--- src/logic/ulsm_defs.vh ---
`ifndef ULSM_DEFS_VH
`define ULSM_DEFS_VH
// register indices inside the uart register space
`define ULSM_ADDR_LINE_STATUS   4'h5
`define ULSM_ADDR_MODEM_CONTROL 4'h4
// line status bit positions
`define ULSM_LS_FIFO_ERR  7
`define ULSM_LS_TX_EMPTY  6
`define ULSM_LS_HOLD_EMPTY 5
`define ULSM_LS_BREAK     4
`define ULSM_LS_FRAMING   3
`define ULSM_LS_PARITY    2
`define ULSM_LS_OVERRUN   1
`define ULSM_LS_DATA      0
// modem control bit positions
`define ULSM_MC_PRESCALE  7
`define ULSM_MC_IRDA      6
`define ULSM_MC_XON_ANY   5
`define ULSM_MC_LOOPBACK  4
`define ULSM_MC_CTRL_TRIG 2
`define ULSM_MC_RTS       1
// writable mask: bits 3 and 0 are reserved
`define ULSM_MC_MASK      8'hf6
// bits guarded by the enhanced feature write enable
`define ULSM_MC_GUARDED   8'he4
`define ULSM_MC_RESET     8'h00
// receive fifo depth and pointer width
`define ULSM_FIFO_DEPTH   64
`define ULSM_PTR_W        6
`define ULSM_CNT_W        7
// prescaler count at which the tick fires when enabled (divide by four)
`define ULSM_PRESCALE_DIV 2'h3
`endif

--- src/logic/ulsm_flag_mem.v ---
`default_nettype none
// receive fifo side store of error flags (break, framing, parity) per entry
module ulsm_flag_mem (
  input  wire       clk,
  input  wire       wr_en,
  input  wire [5:0] wr_addr,
  input  wire [2:0] wr_data,
  input  wire [5:0] rd_addr,
  output reg  [2:0] rd_data
);
  reg [2:0] mem [0:63];  // flag storage, no reset needed: validity tracked by counts

  // write port
  always @(posedge clk) begin
    if (wr_en) begin
      mem[wr_addr] <= wr_data;
    end
  end

  // registered read of the entry at the given address
  always @(posedge clk) begin
    rd_data <= mem[rd_addr];
  end
endmodule
`default_nettype wire

--- src/logic/ulsm_top.v ---
`default_nettype none
`include "ulsm_defs.vh"

// Functional notes
// [RL1] bit7 set while any error in fifo
// [RL2] bit6 set when holding and shift empty
// [RL3] bit5 set when transmit holding empty
// [RL4] bit4 break flag, stored character 0x00
// [RL5] bit3 framing error of head character
// [RL6] bit2 parity error of head character
// [RL7] bit1 set once overrun occurred
// [RL8] bit0 set when receive fifo nonempty
// [RL9] bits4:2 follow head of receive fifo
// [RL10] host reads status before holding register
// [RL11] bit7 selects clock divide by four
// [RL12] bit6 selects infrared line coding
// [RL13] bit5 enables xon any function
// [RL14] bit4 loops transmit and modem lines
// [RL15] bit2 opens control and trigger registers
// [RL16] bit1 drives request to send
// [RL17] guarded bits need enhanced write enable
// [RL18] reserved bits read zero
module ulsm_top (
  input  wire       CLK,
  input  wire       RESET,
  // register port from the serial host interface
  input  wire [3:0] REG_ADDR,
  input  wire       REG_WR,
  input  wire       REG_RD,
  input  wire [7:0] REG_WDATA,
  output reg  [7:0] REG_RDATA,
  input  wire       ENH_WRITE_EN,
  // receive fifo push from the receiver, pop from host reads
  input  wire       RX_PUSH,
  input  wire [7:0] RX_CHAR,
  input  wire       RX_BREAK,
  input  wire       RX_FRAMING,
  input  wire       RX_PARITY,
  input  wire       RX_POP,
  input  wire       RX_FIFO_RESET,
  output reg  [7:0] RX_STORE_CHAR,
  // transmitter state
  input  wire       TX_HOLD_EMPTY,
  input  wire       TX_SHIFT_EMPTY,
  // line pins and loopback
  input  wire       TX_LINE,
  input  wire       RX_PIN,
  output wire       RX_LINE,
  output wire       TX_PIN,
  input  wire       AUTO_RTS_EN,
  input  wire       AUTO_RTS_N,
  input  wire       CTS_PIN_N,
  output wire       RTS_N,
  output wire       CTS_STATUS,
  // mode outputs to the rest of the uart
  output wire       CLK_TICK,
  output wire       IRDA_MODE,
  output wire       XON_ANY,
  output wire       LOOPBACK,
  output wire       CTRL_TRIG_ACCESS
);
  reg  [7:0] modem_control;        // software mode register
  reg        overrun;              // sticky overrun indication
  reg  [5:0] wr_ptr;               // flag store write pointer
  reg  [5:0] rd_ptr;               // flag store read pointer (head)
  reg  [6:0] count;                // entries in receive fifo
  reg  [6:0] err_count;            // entries holding any error
  reg  [1:0] prescale;             // divide-by-four counter
  wire [2:0] head_flags;           // break/framing/parity of head entry
  wire [2:0] mem_flags;            // registered read of the flag store
  reg        head_byp;             // head entry was written in the cycle it was read
  reg  [2:0] head_byp_flags;       // flags of that freshly written head entry
  wire       do_push;              // accepted push
  wire       do_pop;               // accepted pop
  wire       push_err;             // pushed entry carries an error
  wire       pop_err;              // popped entry carried an error
  wire [7:0] line_status;          // assembled status byte
  wire [7:0] mc_keep;              // bits that this write must preserve
  wire [5:0] next_rd_ptr;          // head address after this cycle

  // error flags sit next to each fifo entry
  ulsm_flag_mem u_flags (
    .clk     (CLK),
    .wr_en   (do_push),
    .wr_addr (wr_ptr),
    .wr_data ({RX_BREAK, RX_FRAMING, RX_PARITY}),
    .rd_addr (next_rd_ptr),
    .rd_data (mem_flags)
  );

  // the store reads before it writes, so a push landing on the head address
  // would show stale flags for one cycle; forward the pushed flags instead
  always @(posedge CLK) begin
    if (RESET) begin
      head_byp       <= 1'b0;
      head_byp_flags <= 3'h0;
    end else begin
      head_byp       <= do_push && (wr_ptr == next_rd_ptr); // RL9
      head_byp_flags <= {RX_BREAK, RX_FRAMING, RX_PARITY};
    end
  end
  assign head_flags = head_byp ? head_byp_flags : mem_flags; // RL9

  // a push on a full fifo is lost and recorded as overrun
  assign do_push     = RX_PUSH && (count != `ULSM_FIFO_DEPTH);
  assign do_pop      = RX_POP && (count != 7'h00);
  assign push_err    = RX_BREAK | RX_FRAMING | RX_PARITY;
  assign pop_err     = |head_flags;
  // read address runs one ahead so the registered head is current
  assign next_rd_ptr = do_pop ? rd_ptr + 6'h01 : rd_ptr;

  // fifo bookkeeping for data presence and error accumulation
  always @(posedge CLK) begin
    if (RESET || RX_FIFO_RESET) begin
      wr_ptr    <= 6'h00;
      rd_ptr    <= 6'h00;
      count     <= 7'h00;
      err_count <= 7'h00;
    end else begin
      if (do_push) begin
        wr_ptr <= wr_ptr + 6'h01;
      end
      rd_ptr <= next_rd_ptr;
      count  <= count + {6'h00, do_push} - {6'h00, do_pop};
      // error entries counted in and out so bit7 clears only at zero
      err_count <= err_count + {6'h00, do_push & push_err}
                   - {6'h00, do_pop & pop_err}; // RL1
    end
  end

  // overrun holds until a status read; a new overrun in the read cycle wins
  always @(posedge CLK) begin
    if (RESET) begin
      overrun <= 1'b0;
    end else if (RX_PUSH && (count == `ULSM_FIFO_DEPTH)) begin
      overrun <= 1'b1; // RL7
    end else if (REG_RD && REG_ADDR == `ULSM_ADDR_LINE_STATUS) begin
      overrun <= 1'b0;
    end
  end

  // character handed to the receive store; a break forces zero data
  always @(posedge CLK) begin
    if (RESET) begin
      RX_STORE_CHAR <= 8'h00;
    end else if (RX_PUSH) begin
      RX_STORE_CHAR <= RX_BREAK ? 8'h00 : RX_CHAR; // RL4
    end
  end

  // status byte; head flags only meaningful while data is present
  assign line_status[`ULSM_LS_FIFO_ERR]  = (err_count != 7'h00);          // RL1
  assign line_status[`ULSM_LS_TX_EMPTY]  = TX_HOLD_EMPTY & TX_SHIFT_EMPTY; // RL2
  assign line_status[`ULSM_LS_HOLD_EMPTY] = TX_HOLD_EMPTY;                 // RL3
  assign line_status[`ULSM_LS_BREAK]     = (count != 7'h00) & head_flags[2]; // RL4 RL9
  assign line_status[`ULSM_LS_FRAMING]   = (count != 7'h00) & head_flags[1]; // RL5 RL9
  assign line_status[`ULSM_LS_PARITY]    = (count != 7'h00) & head_flags[0]; // RL6 RL9
  assign line_status[`ULSM_LS_OVERRUN]   = overrun;                        // RL7
  assign line_status[`ULSM_LS_DATA]      = (count != 7'h00);               // RL8

  // guarded bits are kept unless the enhanced write enable is set
  assign mc_keep = ENH_WRITE_EN ? 8'h00 : `ULSM_MC_GUARDED; // RL17

  // modem control write; reserved bits masked to zero
  always @(posedge CLK) begin
    if (RESET) begin
      modem_control <= `ULSM_MC_RESET;
    end else if (REG_WR && REG_ADDR == `ULSM_ADDR_MODEM_CONTROL) begin
      modem_control <= ((REG_WDATA & ~mc_keep) | (modem_control & mc_keep))
                       & `ULSM_MC_MASK; // RL17 RL18
    end
  end

  // register read data, registered; unmapped addresses read zero
  always @(posedge CLK) begin
    if (RESET) begin
      REG_RDATA <= 8'h00;
    end else if (REG_RD) begin
      case (REG_ADDR)
        `ULSM_ADDR_LINE_STATUS:   REG_RDATA <= line_status;
        `ULSM_ADDR_MODEM_CONTROL: REG_RDATA <= modem_control & `ULSM_MC_MASK; // RL18
        default:                  REG_RDATA <= 8'h00;
      endcase
    end
  end

  // input prescaler: tick every cycle or every fourth cycle
  always @(posedge CLK) begin
    if (RESET) begin
      prescale <= 2'h0;
    end else if (modem_control[`ULSM_MC_PRESCALE]) begin
      prescale <= prescale + 2'h1; // RL11
    end else begin
      prescale <= 2'h0;
    end
  end
  assign CLK_TICK = ~modem_control[`ULSM_MC_PRESCALE]
                    | (prescale == `ULSM_PRESCALE_DIV); // RL11

  assign IRDA_MODE      = modem_control[`ULSM_MC_IRDA];    // RL12
  assign XON_ANY        = modem_control[`ULSM_MC_XON_ANY]; // RL13
  assign LOOPBACK       = modem_control[`ULSM_MC_LOOPBACK];
  assign CTRL_TRIG_ACCESS = modem_control[`ULSM_MC_CTRL_TRIG]; // RL15

  // loopback: transmit feeds receive, pin idles high, rts feeds cts status
  assign RX_LINE    = LOOPBACK ? TX_LINE : RX_PIN;  // RL14
  assign TX_PIN     = LOOPBACK ? 1'b1 : TX_LINE;    // RL14
  assign CTS_STATUS = LOOPBACK ? modem_control[`ULSM_MC_RTS] : ~CTS_PIN_N; // RL14 RL16
  // automatic flow control overrides manual rts; pin held inactive in loopback
  assign RTS_N = LOOPBACK ? 1'b1 :
                 AUTO_RTS_EN ? AUTO_RTS_N : ~modem_control[`ULSM_MC_RTS]; // RL16
endmodule
`default_nettype wire

--- config.mk ---
export PLATFORM = sky130hd
export DESIGN_NAME = ulsm_top
export DESIGN_NICKNAME = d
export VERILOG_FILES = /design/src/logic/ulsm_flag_mem.v /design/src/logic/ulsm_top.v
export VERILOG_INCLUDE_DIRS = /design/src /design/src/logic
export SDC_FILE = /design/constraint.sdc
export NUM_CORES = 1
export LEC_CHECK = 0
export BUFFER_PORTS_ARGS = -buffer_cell sky130_fd_sc_hd__buf_4
export CAP_MARGIN = 10
export CELL_PAD_IN_SITES_DETAIL_PLACEMENT = 0
export CELL_PAD_IN_SITES_GLOBAL_PLACEMENT = 1
export CORE_MARGIN = 2
export CORE_UTILIZATION = 55
export CTS_CLUSTER_SIZE = 40
export DETAILED_ROUTE_END_ITERATION = 6
export PLACE_DENSITY = 0.91
export SYNTH_ARGS = -nofsm -noshare
export SYNTH_HDL_FRONTEND = slang
export SYNTH_HIERARCHICAL = 1
export SYNTH_SLANG_ARGS = --single-unit
--- constraint.sdc ---
create_clock -name CLK -period 7.8 [get_ports CLK]
set_input_delay 0.78 -clock CLK [delete_from_list [all_inputs] [get_ports CLK]]
set_output_delay 0.78 -clock CLK [all_outputs]
set_load 0.03 [all_outputs]
# Word-level counts from Yosys, hierarchy flattened
# Memories as Yosys holds them, arrays and structs flattened. A register that Yosys moved wholly into a read port is not among the register bits.
# Cells that the tools add are included.
[word_totals]
reg_bits = 55
mem_bits_rw = 192
input_bits = 38
output_inout_bits = 25
elab_cells = 67
n_memories = 1
[classes]
add_sub_neg = 7
eq_ne = 6
n_mux = 14
bitwise_logic = 16
reduce_logical = 12
[mem_list]
columns = ["memory", "depth", "width", "rd", "rd_ports_with_merged_regs", "write_ports", "line", "rtl"]
rows = [
  ["u_flags.mem", 64, 3, 1, 1, 1, "ulsm_flag_mem.v:11", "reg [2:0] mem [0:63];"],
]
[op_table]
columns = ["op", "count"]
rows = [
  ["$and A8 B8 Y8", 2],
  ["$mux W8", 2],
  ["$pmux W8 S2", 1],
  ["$add A7 B1 Y7", 2],
  ["$reduce_bool A7 Y1", 2],
  ["$sub A7 B1 Y7", 2],
  ["$add A6 B1 Y6 const B", 2],
  ["$mux W1", 9],
  ["$eq A4 B3 Y1 const B", 2],
  ["$not A8 Y8", 1],
  ["$or A8 B8 Y8", 1],
  ["$eq A7 B7 Y1 const B", 1],
  ["$ne A7 B7 Y1 const B", 1],
  ["$and A1 B1 Y1", 6],
  ["$eq A6 B6 Y1", 1],
  ["$logic_and A1 B1 Y1", 6],
  ["$mux W6", 1],
  ["$mux W3", 1],
  ["$not A1 Y1", 3],
  ["$or A1 B1 Y1", 3],
  ["$reduce_or A3 Y1", 1],
  ["$add A2 B1 Y2 const B", 1],
  ["$eq A2 B2 Y1 const B", 1],
  ["$reduce_bool A2 Y1", 1],
  ["2 further kinds", 2],
]

# Longest topological paths before layout
# Gate-level depths: netlist (run 1).
[depth]
ltp_word = 5
mapped_depth = 15
mapped_depth_nobuf = 14

# By module
# Netlist (run 1), hierarchy kept.
[by_module_without_submodules]
columns = ["mod", "instances", "cells_each", "area_per_inst_um2", "seq_area_each_um2"]
rows = [
  ["ulsm_flag_mem", 1, 423, 7863.8, 5825.6],
  ["ulsm_top", 1, 354, 3120.5, 1101.1],
]

# Least setup slack after synthesis (run 1)
# No wires, ideal clock.
[synth_timing]
path_type = "reg-to-reg"
start = "reg count[2]"
end = "reg err_count[6]"
setup_ns = 0.062
arrival_time_ns = 3.088
t_required_ns = 7.738
setup_slack_ns = 4.650
stages_incl_launch_ff = 16
n_path_buf = 1
synth_period_minus_slack_ns = 3.150
cell_sequence = "dfxtp_1 inv_1 ha_1 and4bb_2 a21boi_1 buf_2 o31ai_1 ha_1 inv_1 ha_1 fa_1 a21oi_1 o21bai_1 a21oi_1 or4b_2 nand3_1"
[synth_between]
elab_chain_len = 5
word_cells_on_any_way = 8
classes_between = "add/sub (2); eq/ne (1); bitwise (2); reduce/logical (3)"
[synth_lines]
columns = ["element", "line", "rtl"]
rows = [
  ["from (decl)", "ulsm_top.v:66", "reg [6:0] count;"],
  ["from (signal assigned)", "ulsm_top.v:124", "count <= count + {6'h00, do_push} - {6'h00, do_pop};"],
  ["$ne A7 B7 Y1 (no line)", "--", ""],
  ["$logic_and A1 B1 Y1", "ulsm_top.v:105", "assign do_push = RX_PUSH && (count != `ULSM_FIFO_DEPTH);"],
  ["net do_push", "ulsm_top.v:73", "wire do_push;"],
  ["$and A1 B1 Y1", "ulsm_top.v:126", "err_count <= err_count + {6'h00, do_push & push_err}"],
  ["$add A7 B1 Y7", "ulsm_top.v:126", ""],
  ["$sub A7 B1 Y7", "ulsm_top.v:127", "- {6'h00, do_pop & pop_err};"],
  ["to (signal assigned)", "ulsm_top.v:126", ""],
  ["to (decl)", "ulsm_top.v:67", "reg [6:0] err_count;"],
]
# The timed path passes the listed nets, and every way through them passes these cells.
# A chain may end at the register's enable or synchronous reset.

# Final worst setup path (run 1)
[layout_timing]
start = "reg count[4]"
end = "reg u_flags.rd_data[1] (read register of u_flags.mem)"
[layout_between]
elab_chain_len = 3
[layout_lines]
columns = ["element", "line", "rtl"]
rows = [
  ["$reduce_bool A7 Y1", "ulsm_top.v:106", "assign do_pop = RX_POP && (count != 7'h00);"],
  ["$logic_and A1 B1 Y1", "ulsm_top.v:106", ""],
  ["$mux W6", "ulsm_top.v:110", "assign next_rd_ptr = do_pop ? rd_ptr + 6'h01 : rd_ptr;"],
  ["net next_rd_ptr[1]", "ulsm_top.v:79", "wire [5:0] next_rd_ptr;"],
  ["to (decl)", "ulsm_flag_mem.v:9", "output reg [2:0] rd_data"],
]
# The timed path passes the listed nets, and every way through them passes these cells.

==> metrics.csv, run 1 <==
metric,value,unit
p_comb_share,23.4,%
cp.buffers_inverters,2,
synthesis.nets,837,
rows,51,
p_sw_share,26.67,%
vdd_drop_max,0.2373,mV
port_buffers,60,
synth_async_sr_flop_share,0,%
worstReg2RegEnd,u_flags/rd_data[1],
synth_edf_count,192,
grt_use_total,22.29,%
ff2ff_setup_slack,3.43,ns
cts_buffers,25,
grt_overflow,0,
first_global_vias,6937,
synth_area_leaders,"edfxtp_1 52%, dfxtp_1 11%, mux4_2 8.6%",
timing.max_cap.violations,0,
dr.first_iter.drc_count,506,
startpoint_type,flop,
fmax,229.0,MHz
num_vias,6776,
synth_area,10980,sq um
vias_per_cell,6.094,
setup_viol,0,
drc_errors,0,
io_pins,63,
path_cells,inv_1 -> ha_1 -> nand4bb_1 -> o21ai_4 -> mux2_2 -> buf_4 -> mux4_1 -> mux4_2 -> nor2b_4 -> a211oi_2 -> a31oi_1,
setup_tns,0,ns
syn_inst,777,
synth.distinct_cells,72,
switchingPower,0.0009274,W
yosys_warnings,6,
worstSetupEndpointType,flop,
initial_core_util,56.25,%
critPathSlowestCell,mux2_2,
startpoint,count[4],
p_int,0.002550,W
design_area,12420,sq um
cp.required,8.16,ns
min_period,4.366,ns
slew_viol_final,0,
grt_max_degree,68,
wl_per_cell,21.31,microns
slew_headroom,26.78,%
core_area,19530,sq um
hold_path.class,reg2reg,
cts_sinks,250,
drtPass1Iterations,6,
hold_viol,0,
period_share,55.98,%
clock_skew,0.01633,ns
root_buffer,clkbuf_16,
leakage,4.176,nW
fp.dieW,145.3,microns
holdBufCountCts,0,
antenna_found_initial,0,
drive_gt1_share,19.60,%
path_max_fanout,34,
wl,23700,microns
ant_nets,0,
htreeDepth,1,
reg2reg_from,count[4],
total_power,0.003477,W
die_h,145.3,microns
cts_tree,yes,
powerDensity,280.0,nW/um^2
outcome,finished clean,
critPathKind,reg2reg,
die_area,21120,sq um
ys_ff_latch,250,
yosys.area.top_type,edfxtp_1,
hpwlAfterDp,14950,microns
post_cts_buffers,0,
ctsLongestPathBuffers,3,
antenna_cells,0,
syn_to_final_growth,13.07,%
crit_family,multiplexers,
place_congestion,0.8304,
worst-path-stages,11,
timing.critical_path.to,u_flags/rd_data[1],
grt_pass1_wl,37270,microns
yosysTopAreaCellShare,52.49,%
worst_pin_slew,1.094,ns
rsz0062_at_grt,false,
worst_ep_arrival_time,4.73,ns
place_area,11630,sq um
clk_pin_slew_worst_paths,0.06,ns
nets,889,
syn_area_per_cell,14.14,sq um
clkPwrFrac,33.3,%
critPathMaxStageDelay,0.84,ns
p_seq_share,43.3,%
ys.flop_type,edfxtp_1,
reg2regPathDepth,11,
cts_repair_resize_count,0,
clock_latency,0.52,ns
yosysSeqAreaShare,63.06,%
## metrics by stage
step / worst slack [ns] / utilization, % / hold slack [ns] / std cells
2_1_floorplan: 4.650 / - / 0.4049 / 777
3_3_place_gp: 3.552 / 59.55 / 0.4125 / 1067
3_5_place_dp: 3.468 / 59.55 / 0.4337 / 1067
4_1_cts: 3.405 / 63.60 / 0.4414 / 1112
5_1_grt: 3.183 / 63.60 / 0.4776 / 1112
6_report: 3.434 / 63.60 / 0.4324 / 1112
## worst register-to-register path: stages, from the launching register on
cell and delay [ns]:
dfxtp_1 0.32, inv_1 0.08, ha_1 0.17, nand4bb_1 0.41, o21ai_4 0.42, mux2_2 0.84
buf_4 0.44, mux4_1 0.65, mux4_2 0.50, nor2b_4 0.14, a211oi_2 0.19, a31oi_1 0.05
## flip-flops by register name (all words and copies together), names as in the netlist, 6 cells and up, named ones only
register / cells
REG_RDATA: 8
rd_ptr: 6
RX_STORE_CHAR: 8
u_flags/mem: 192
count: 7
wr_ptr: 6
err_count: 7
## worst min path at each step
stage                startpoint     endpoint  slack (ns)  cells past startpoint
floorplan           prescale[0]  prescale[0]        0.40                      1
global placement    prescale[0]  prescale[0]        0.41                      1
detailed placement  prescale[0]  prescale[0]        0.43                      1
CTS                 prescale[0]  prescale[0]        0.44                      1
global route        prescale[0]  prescale[0]        0.48                      1
finish              prescale[0]  prescale[0]        0.43                      1
## per-layer routing
| layer | GRT usage (%) | share of wire [%] |
|---|---|---|
| met1 | 28.46 | 39 |
| met2 | 37.75 | 49 |
| met3 | 5.063 | 7.9 |
| met4 | 8.039 | 3.8 |
| met5 | 0 | 0 |
## layout make-up
class / count / area (sq um)
fill: 1400 / 7107
sequential: 250 / 6927
multi-input combinational: 463 / 3789
clock buffer: 32 / 651.9
timing repair buffer: 66 / 495.5
tap: 265 / 331.6
clock inverter: 13 / 138.9
inverter: 23 / 86.33
## layout by cell type (no fill, tap or decap), types with 4 or more instances in the layout
| cell type | count |
|---|---|
| a21oi_1 | 24 |
| a31oi_1 | 4 |
| and2_1 | 11 |
| and3_1 | 7 |
| buf_4 | 66 |
| clkbuf_1 | 7 |
| clkbuf_16 | 25 |
| clkinv_1 | 4 |
| clkinv_2 | 5 |
| dfxtp_1 | 58 |
| edfxtp_1 | 192 |
| ha_1 | 20 |
| inv_1 | 23 |
| mux2_2 | 7 |
| mux2i_1 | 19 |
| mux4_1 | 5 |
| mux4_2 | 42 |
| nand2_1 | 30 |
| nand2b_1 | 17 |
| nand3_1 | 20 |
| nand3b_1 | 4 |
| nand4_1 | 6 |
| nor2_1 | 104 |
| nor2b_1 | 23 |
| nor3_1 | 6 |
| nor3b_1 | 4 |
| nor4_1 | 6 |
| o211ai_1 | 7 |
| o21ai_0 | 6 |
| o21bai_1 | 4 |
| o22ai_1 | 7 |
| xnor2_1 | 14 |
## Yosys cell counts, drive strengths merged (19+ instances only)
library cell / n
nor2b: 24
nand3: 20
mux4: 47
dfxtp: 58
clkbuf: 21
ha: 20
a21oi: 24
nor2: 104
buf: 20
mux2i: 19
inv: 23
edfxtp: 192
nand2: 30
## cell families (layout without fill, tap and decap cells)
group / Yosys count / in the layout / synth area share [%]
adder cells (fa/ha/maj): 22 / 22 / 2.643
buffers and inverters: 64 / 134 / 2.654
multiplexers: 73 / 73 / 12.26
XOR/XNOR: 20 / 20 / 1.595
AO/OA/AOI/OAI: 90 / 90 / 5.844
AND/OR/NAND/NOR: 258 / 258 / 11.95
flip-flops: 250 / 250 / 63.06
## power groups by stage
| stage | Clock [W] | Combinational [W] | Sequential, W |
|---|---|---|---|
| floorplan | 0 | 0.000653 | 0.00152 |
| global placement | 0 | 0.000783 | 0.00153 |
| detailed placement | 0 | 0.000817 | 0.00153 |
| CTS | 0.00117 | 0.000824 | 0.00151 |
| global route | 0.00123 | 0.000893 | 0.00151 |
| finish | 0.00116 | 0.000815 | 0.00151 |
Power figures use the tool's default switching activity.
==> run 2, diff against run 1 <==
CORE_UTILIZATION = 51   (was 55)
PLACE_DENSITY = 0.85   (was 0.91)
clock period = 4.3 ns   (was 7.8 ns; I/O delays follow)
==> run 2 against run 1 <==
  * Core utilization down 4.1 points
  * Sequential power grew 81%
  * Sequential cell count is the same
  * Largest cell class unchanged
  * Critical path depth fell by 1
  * Combinational power increased by 87%
  * Worst hold slack got worse by 0.31 ns
  * Die area grew 7.6%
  * Clock skew is 0.013 ns higher
  * Critical endpoint unchanged
  * First-iteration DRC count up 35%
  * Highest routed layer unchanged
  * Setup slack worse by 2.7 ns
  * Count of clock-buffer cells in the layout up 6
==> metrics.csv, run 2 (synthesis results as in run 1) <==
metric,value,unit,change
fmax,277.5,MHz,+21%
place_area,11710,sq um,+0.69%
p_sw_share,26.71,%,+0.043 points
crit_family,multiplexers,,
layout_commonest_cell,edfxtp_1,,
holdBufCountCts,0,,unchanged
rows,53,,+3.9%
hpwlAfterDp,15860,microns,+6.1%
switchingPower,0.001713,W,+85%
nets,899,,+1.1%
outcome,finished clean,,
io_pins,63,,unchanged
critPathMaxStageDelay,0.77,ns,-0.07 ns
ctsLongestPathBuffers,3,,unchanged
clock_latency,0.54,ns,+0.02 ns
drtPass1Iterations,5,,-1
vdd_drop_max,0.3054,mV,+29%
final_cell_mix,"192 x edfxtp_1, 104 x nor2_1, 75 x buf_4, 58 x dfxtp_1, 42 x mux4_2",,
leakage,4.243,nW,+1.6%
multi_input_area,3789,sq um,unchanged
fp.dieW,150.8,microns,+3.7%
initial_core_util,52.09,%,-4.2 points
antenna_found_initial,0,,unchanged
critPathSlowestCell,mux2_2,,
p_seq_share,42.6,%,-0.7 points
hold_path.class,in2reg,,
first_global_vias,6647,,-4.2%
largest_reg_flops,192,,unchanged
placed_cells_incl_taps,1086,,+1.8%
grt_overflow,0,,unchanged
period_share,83.81,%,+28 points
slew_viol_final,0,,unchanged
finalNonFillerCells,1134,,+2.0%
hold_viol,0,,unchanged
routed-wl-met2,11680,microns,+0.12%
port_buffers,60,,unchanged
slew_headroom,29.12,%,+2.3 points
cts_repair_resize_count,0,,unchanged
dr_wl_met3,2095,microns,+12%
startpoint_type,flop,,
htreeDepth,1,,unchanged
regMostFlops,u_flags/mem,,
p_comb_share,23.6,%,+0.2 points
min_period,3.604,ns,-0.7625 ns
drive_gt1_share,20.95,%,+1.4 points
grt_pass1_wl,36350,microns,-2.5%
regArea,6927,sq um,unchanged
die_h,150.8,microns,+3.7%
cts_buffers,26,,+4.0%
grt_use_total,20.90,%,-1.4 points
total_power,0.006414,W,+84%
wl_met1,9576,microns,+3.4%
nFillCells,1602,,+14%
path_max_fanout,30,,-12%
ff2ff_setup_slack,0.70,ns,-2.74 ns
setup_viol,0,,unchanged
grt_max_degree,66,,-2.9%
path_cells,inv_1 -> ha_1 -> nand4bb_1 -> o21ai_4 -> mux2_2 -> mux4_1 -> mux4_2 -> nor2b_4 -> a211oi_2 -> a31oi_1,,
cp.required,4.65,ns,-3.51 ns
clock_skew,0.02956,ns,+0.01323 ns
root_buffer,clkbuf_16,,
top_layer,met4,,
ant_nets,0,,unchanged
reg_top3,"u_flags/mem (192), REG_RDATA (8), RX_STORE_CHAR (8)",,
worst_ep_arrival_time,3.96,ns,-0.77 ns
critPathKind,reg2reg,,
setup_tns,0,ns,unchanged
wl,23780,microns,+0.32%
clk_pin_slew_worst_paths,0.06,ns,about the same
rsz0062_at_grt,false,,
powerDensity,511.2,nW/um^2,+83%
core_area,21090,sq um,+8.0%
post_cts_buffers,0,,unchanged
design_area,12550,sq um,+1.0%
timing.max_cap.violations,0,,unchanged
num_vias,6767,,-0.13%
cts_sinks,250,,unchanged
antenna_cells,0,,unchanged
place_congestion,0.8028,,-3.3%
cts_tree,yes,,
syn_to_final_growth,14.23,%,
die_area,22730,sq um,+7.6%
vias_per_cell,5.967,,-2.1%
cp.buffers_inverters,1,,-1
clkPwrFrac,33.8,%,+0.5 points
worst_pin_slew,1.059,ns,-0.03487 ns
final_util,59.50,%,-4.1 points
p_int,0.004700,W,+84%
worstSetupEndpointType,flop,,
dr.first_iter.drc_count,685,,+35%
drc_errors,0,,unchanged
wl_per_cell,20.97,microns,-1.6%
-- run 2: final cells by class --
class | count | share of cell area, %
repair buffers | 75 | 4.487
clock inverters | 10 | 0.8875
flip-flops and latches | 250 | 55.21
multi-input cells | 463 | 30.20
inverters | 23 | 0.6881
clock buffers | 38 | 5.794
well taps | 275 | 2.742
-- run 2: routing by layer --
metal | vias to the layer above | GRT usage, %
met5 | - | 0
met4 | 0 | 5.234
met3 | 36 | 3.939
met2 | 296 | 36.00
met1 | 3357 | 27.53
li1 | 3078 | -
-- run 2: worst paths after layout --
| check | start | end | cells after the start |
|---|---|---|---|
| setup / recovery | count[5] | u_flags/rd_data[1] | 10 |
| hold / removal | RX_CHAR[1] | RX_STORE_CHAR[1] | 3 |
| setup reg to reg | count[5] | u_flags/rd_data[1] | 10 |
| hold reg to reg | prescale[0] | prescale[0] | 1 |
-- run 2: worst register-to-register path: cells and delay by family (launching register included) --
kind,cells,cell delay [ns]
AOI/OAI and AO/OA,3,0.55
adders and majority gates,1,0.19
buffers and inverters,1,0.08
DFF,1,0.32
muxes,3,1.98
and+or+nand+nor,2,0.33
-- run 2: per-stage QoR --
stage / worst slack, ns / hold WS [ns]
floorplan: 1.150 / 0.4049
global placement: 0.8350 / 0.4123
detailed placement: 0.7112 / 0.4250
CTS: 0.6799 / 0.1093
global route: 0.5240 / 0.1416
finish: 0.6961 / 0.1245
-- run 2: power groups by stage --
stage / Combinational [W] / Sequential (W) / Clock, W
after floorplan: 0.00119 / 0.00276 / 0
after global placement: 0.00147 / 0.00278 / 0
after detailed placement: 0.00152 / 0.00278 / 0
after CTS: 0.00152 / 0.00273 / 0.00221
after global routing: 0.00166 / 0.00273 / 0.00231
final: 0.00152 / 0.00273 / 0.00217
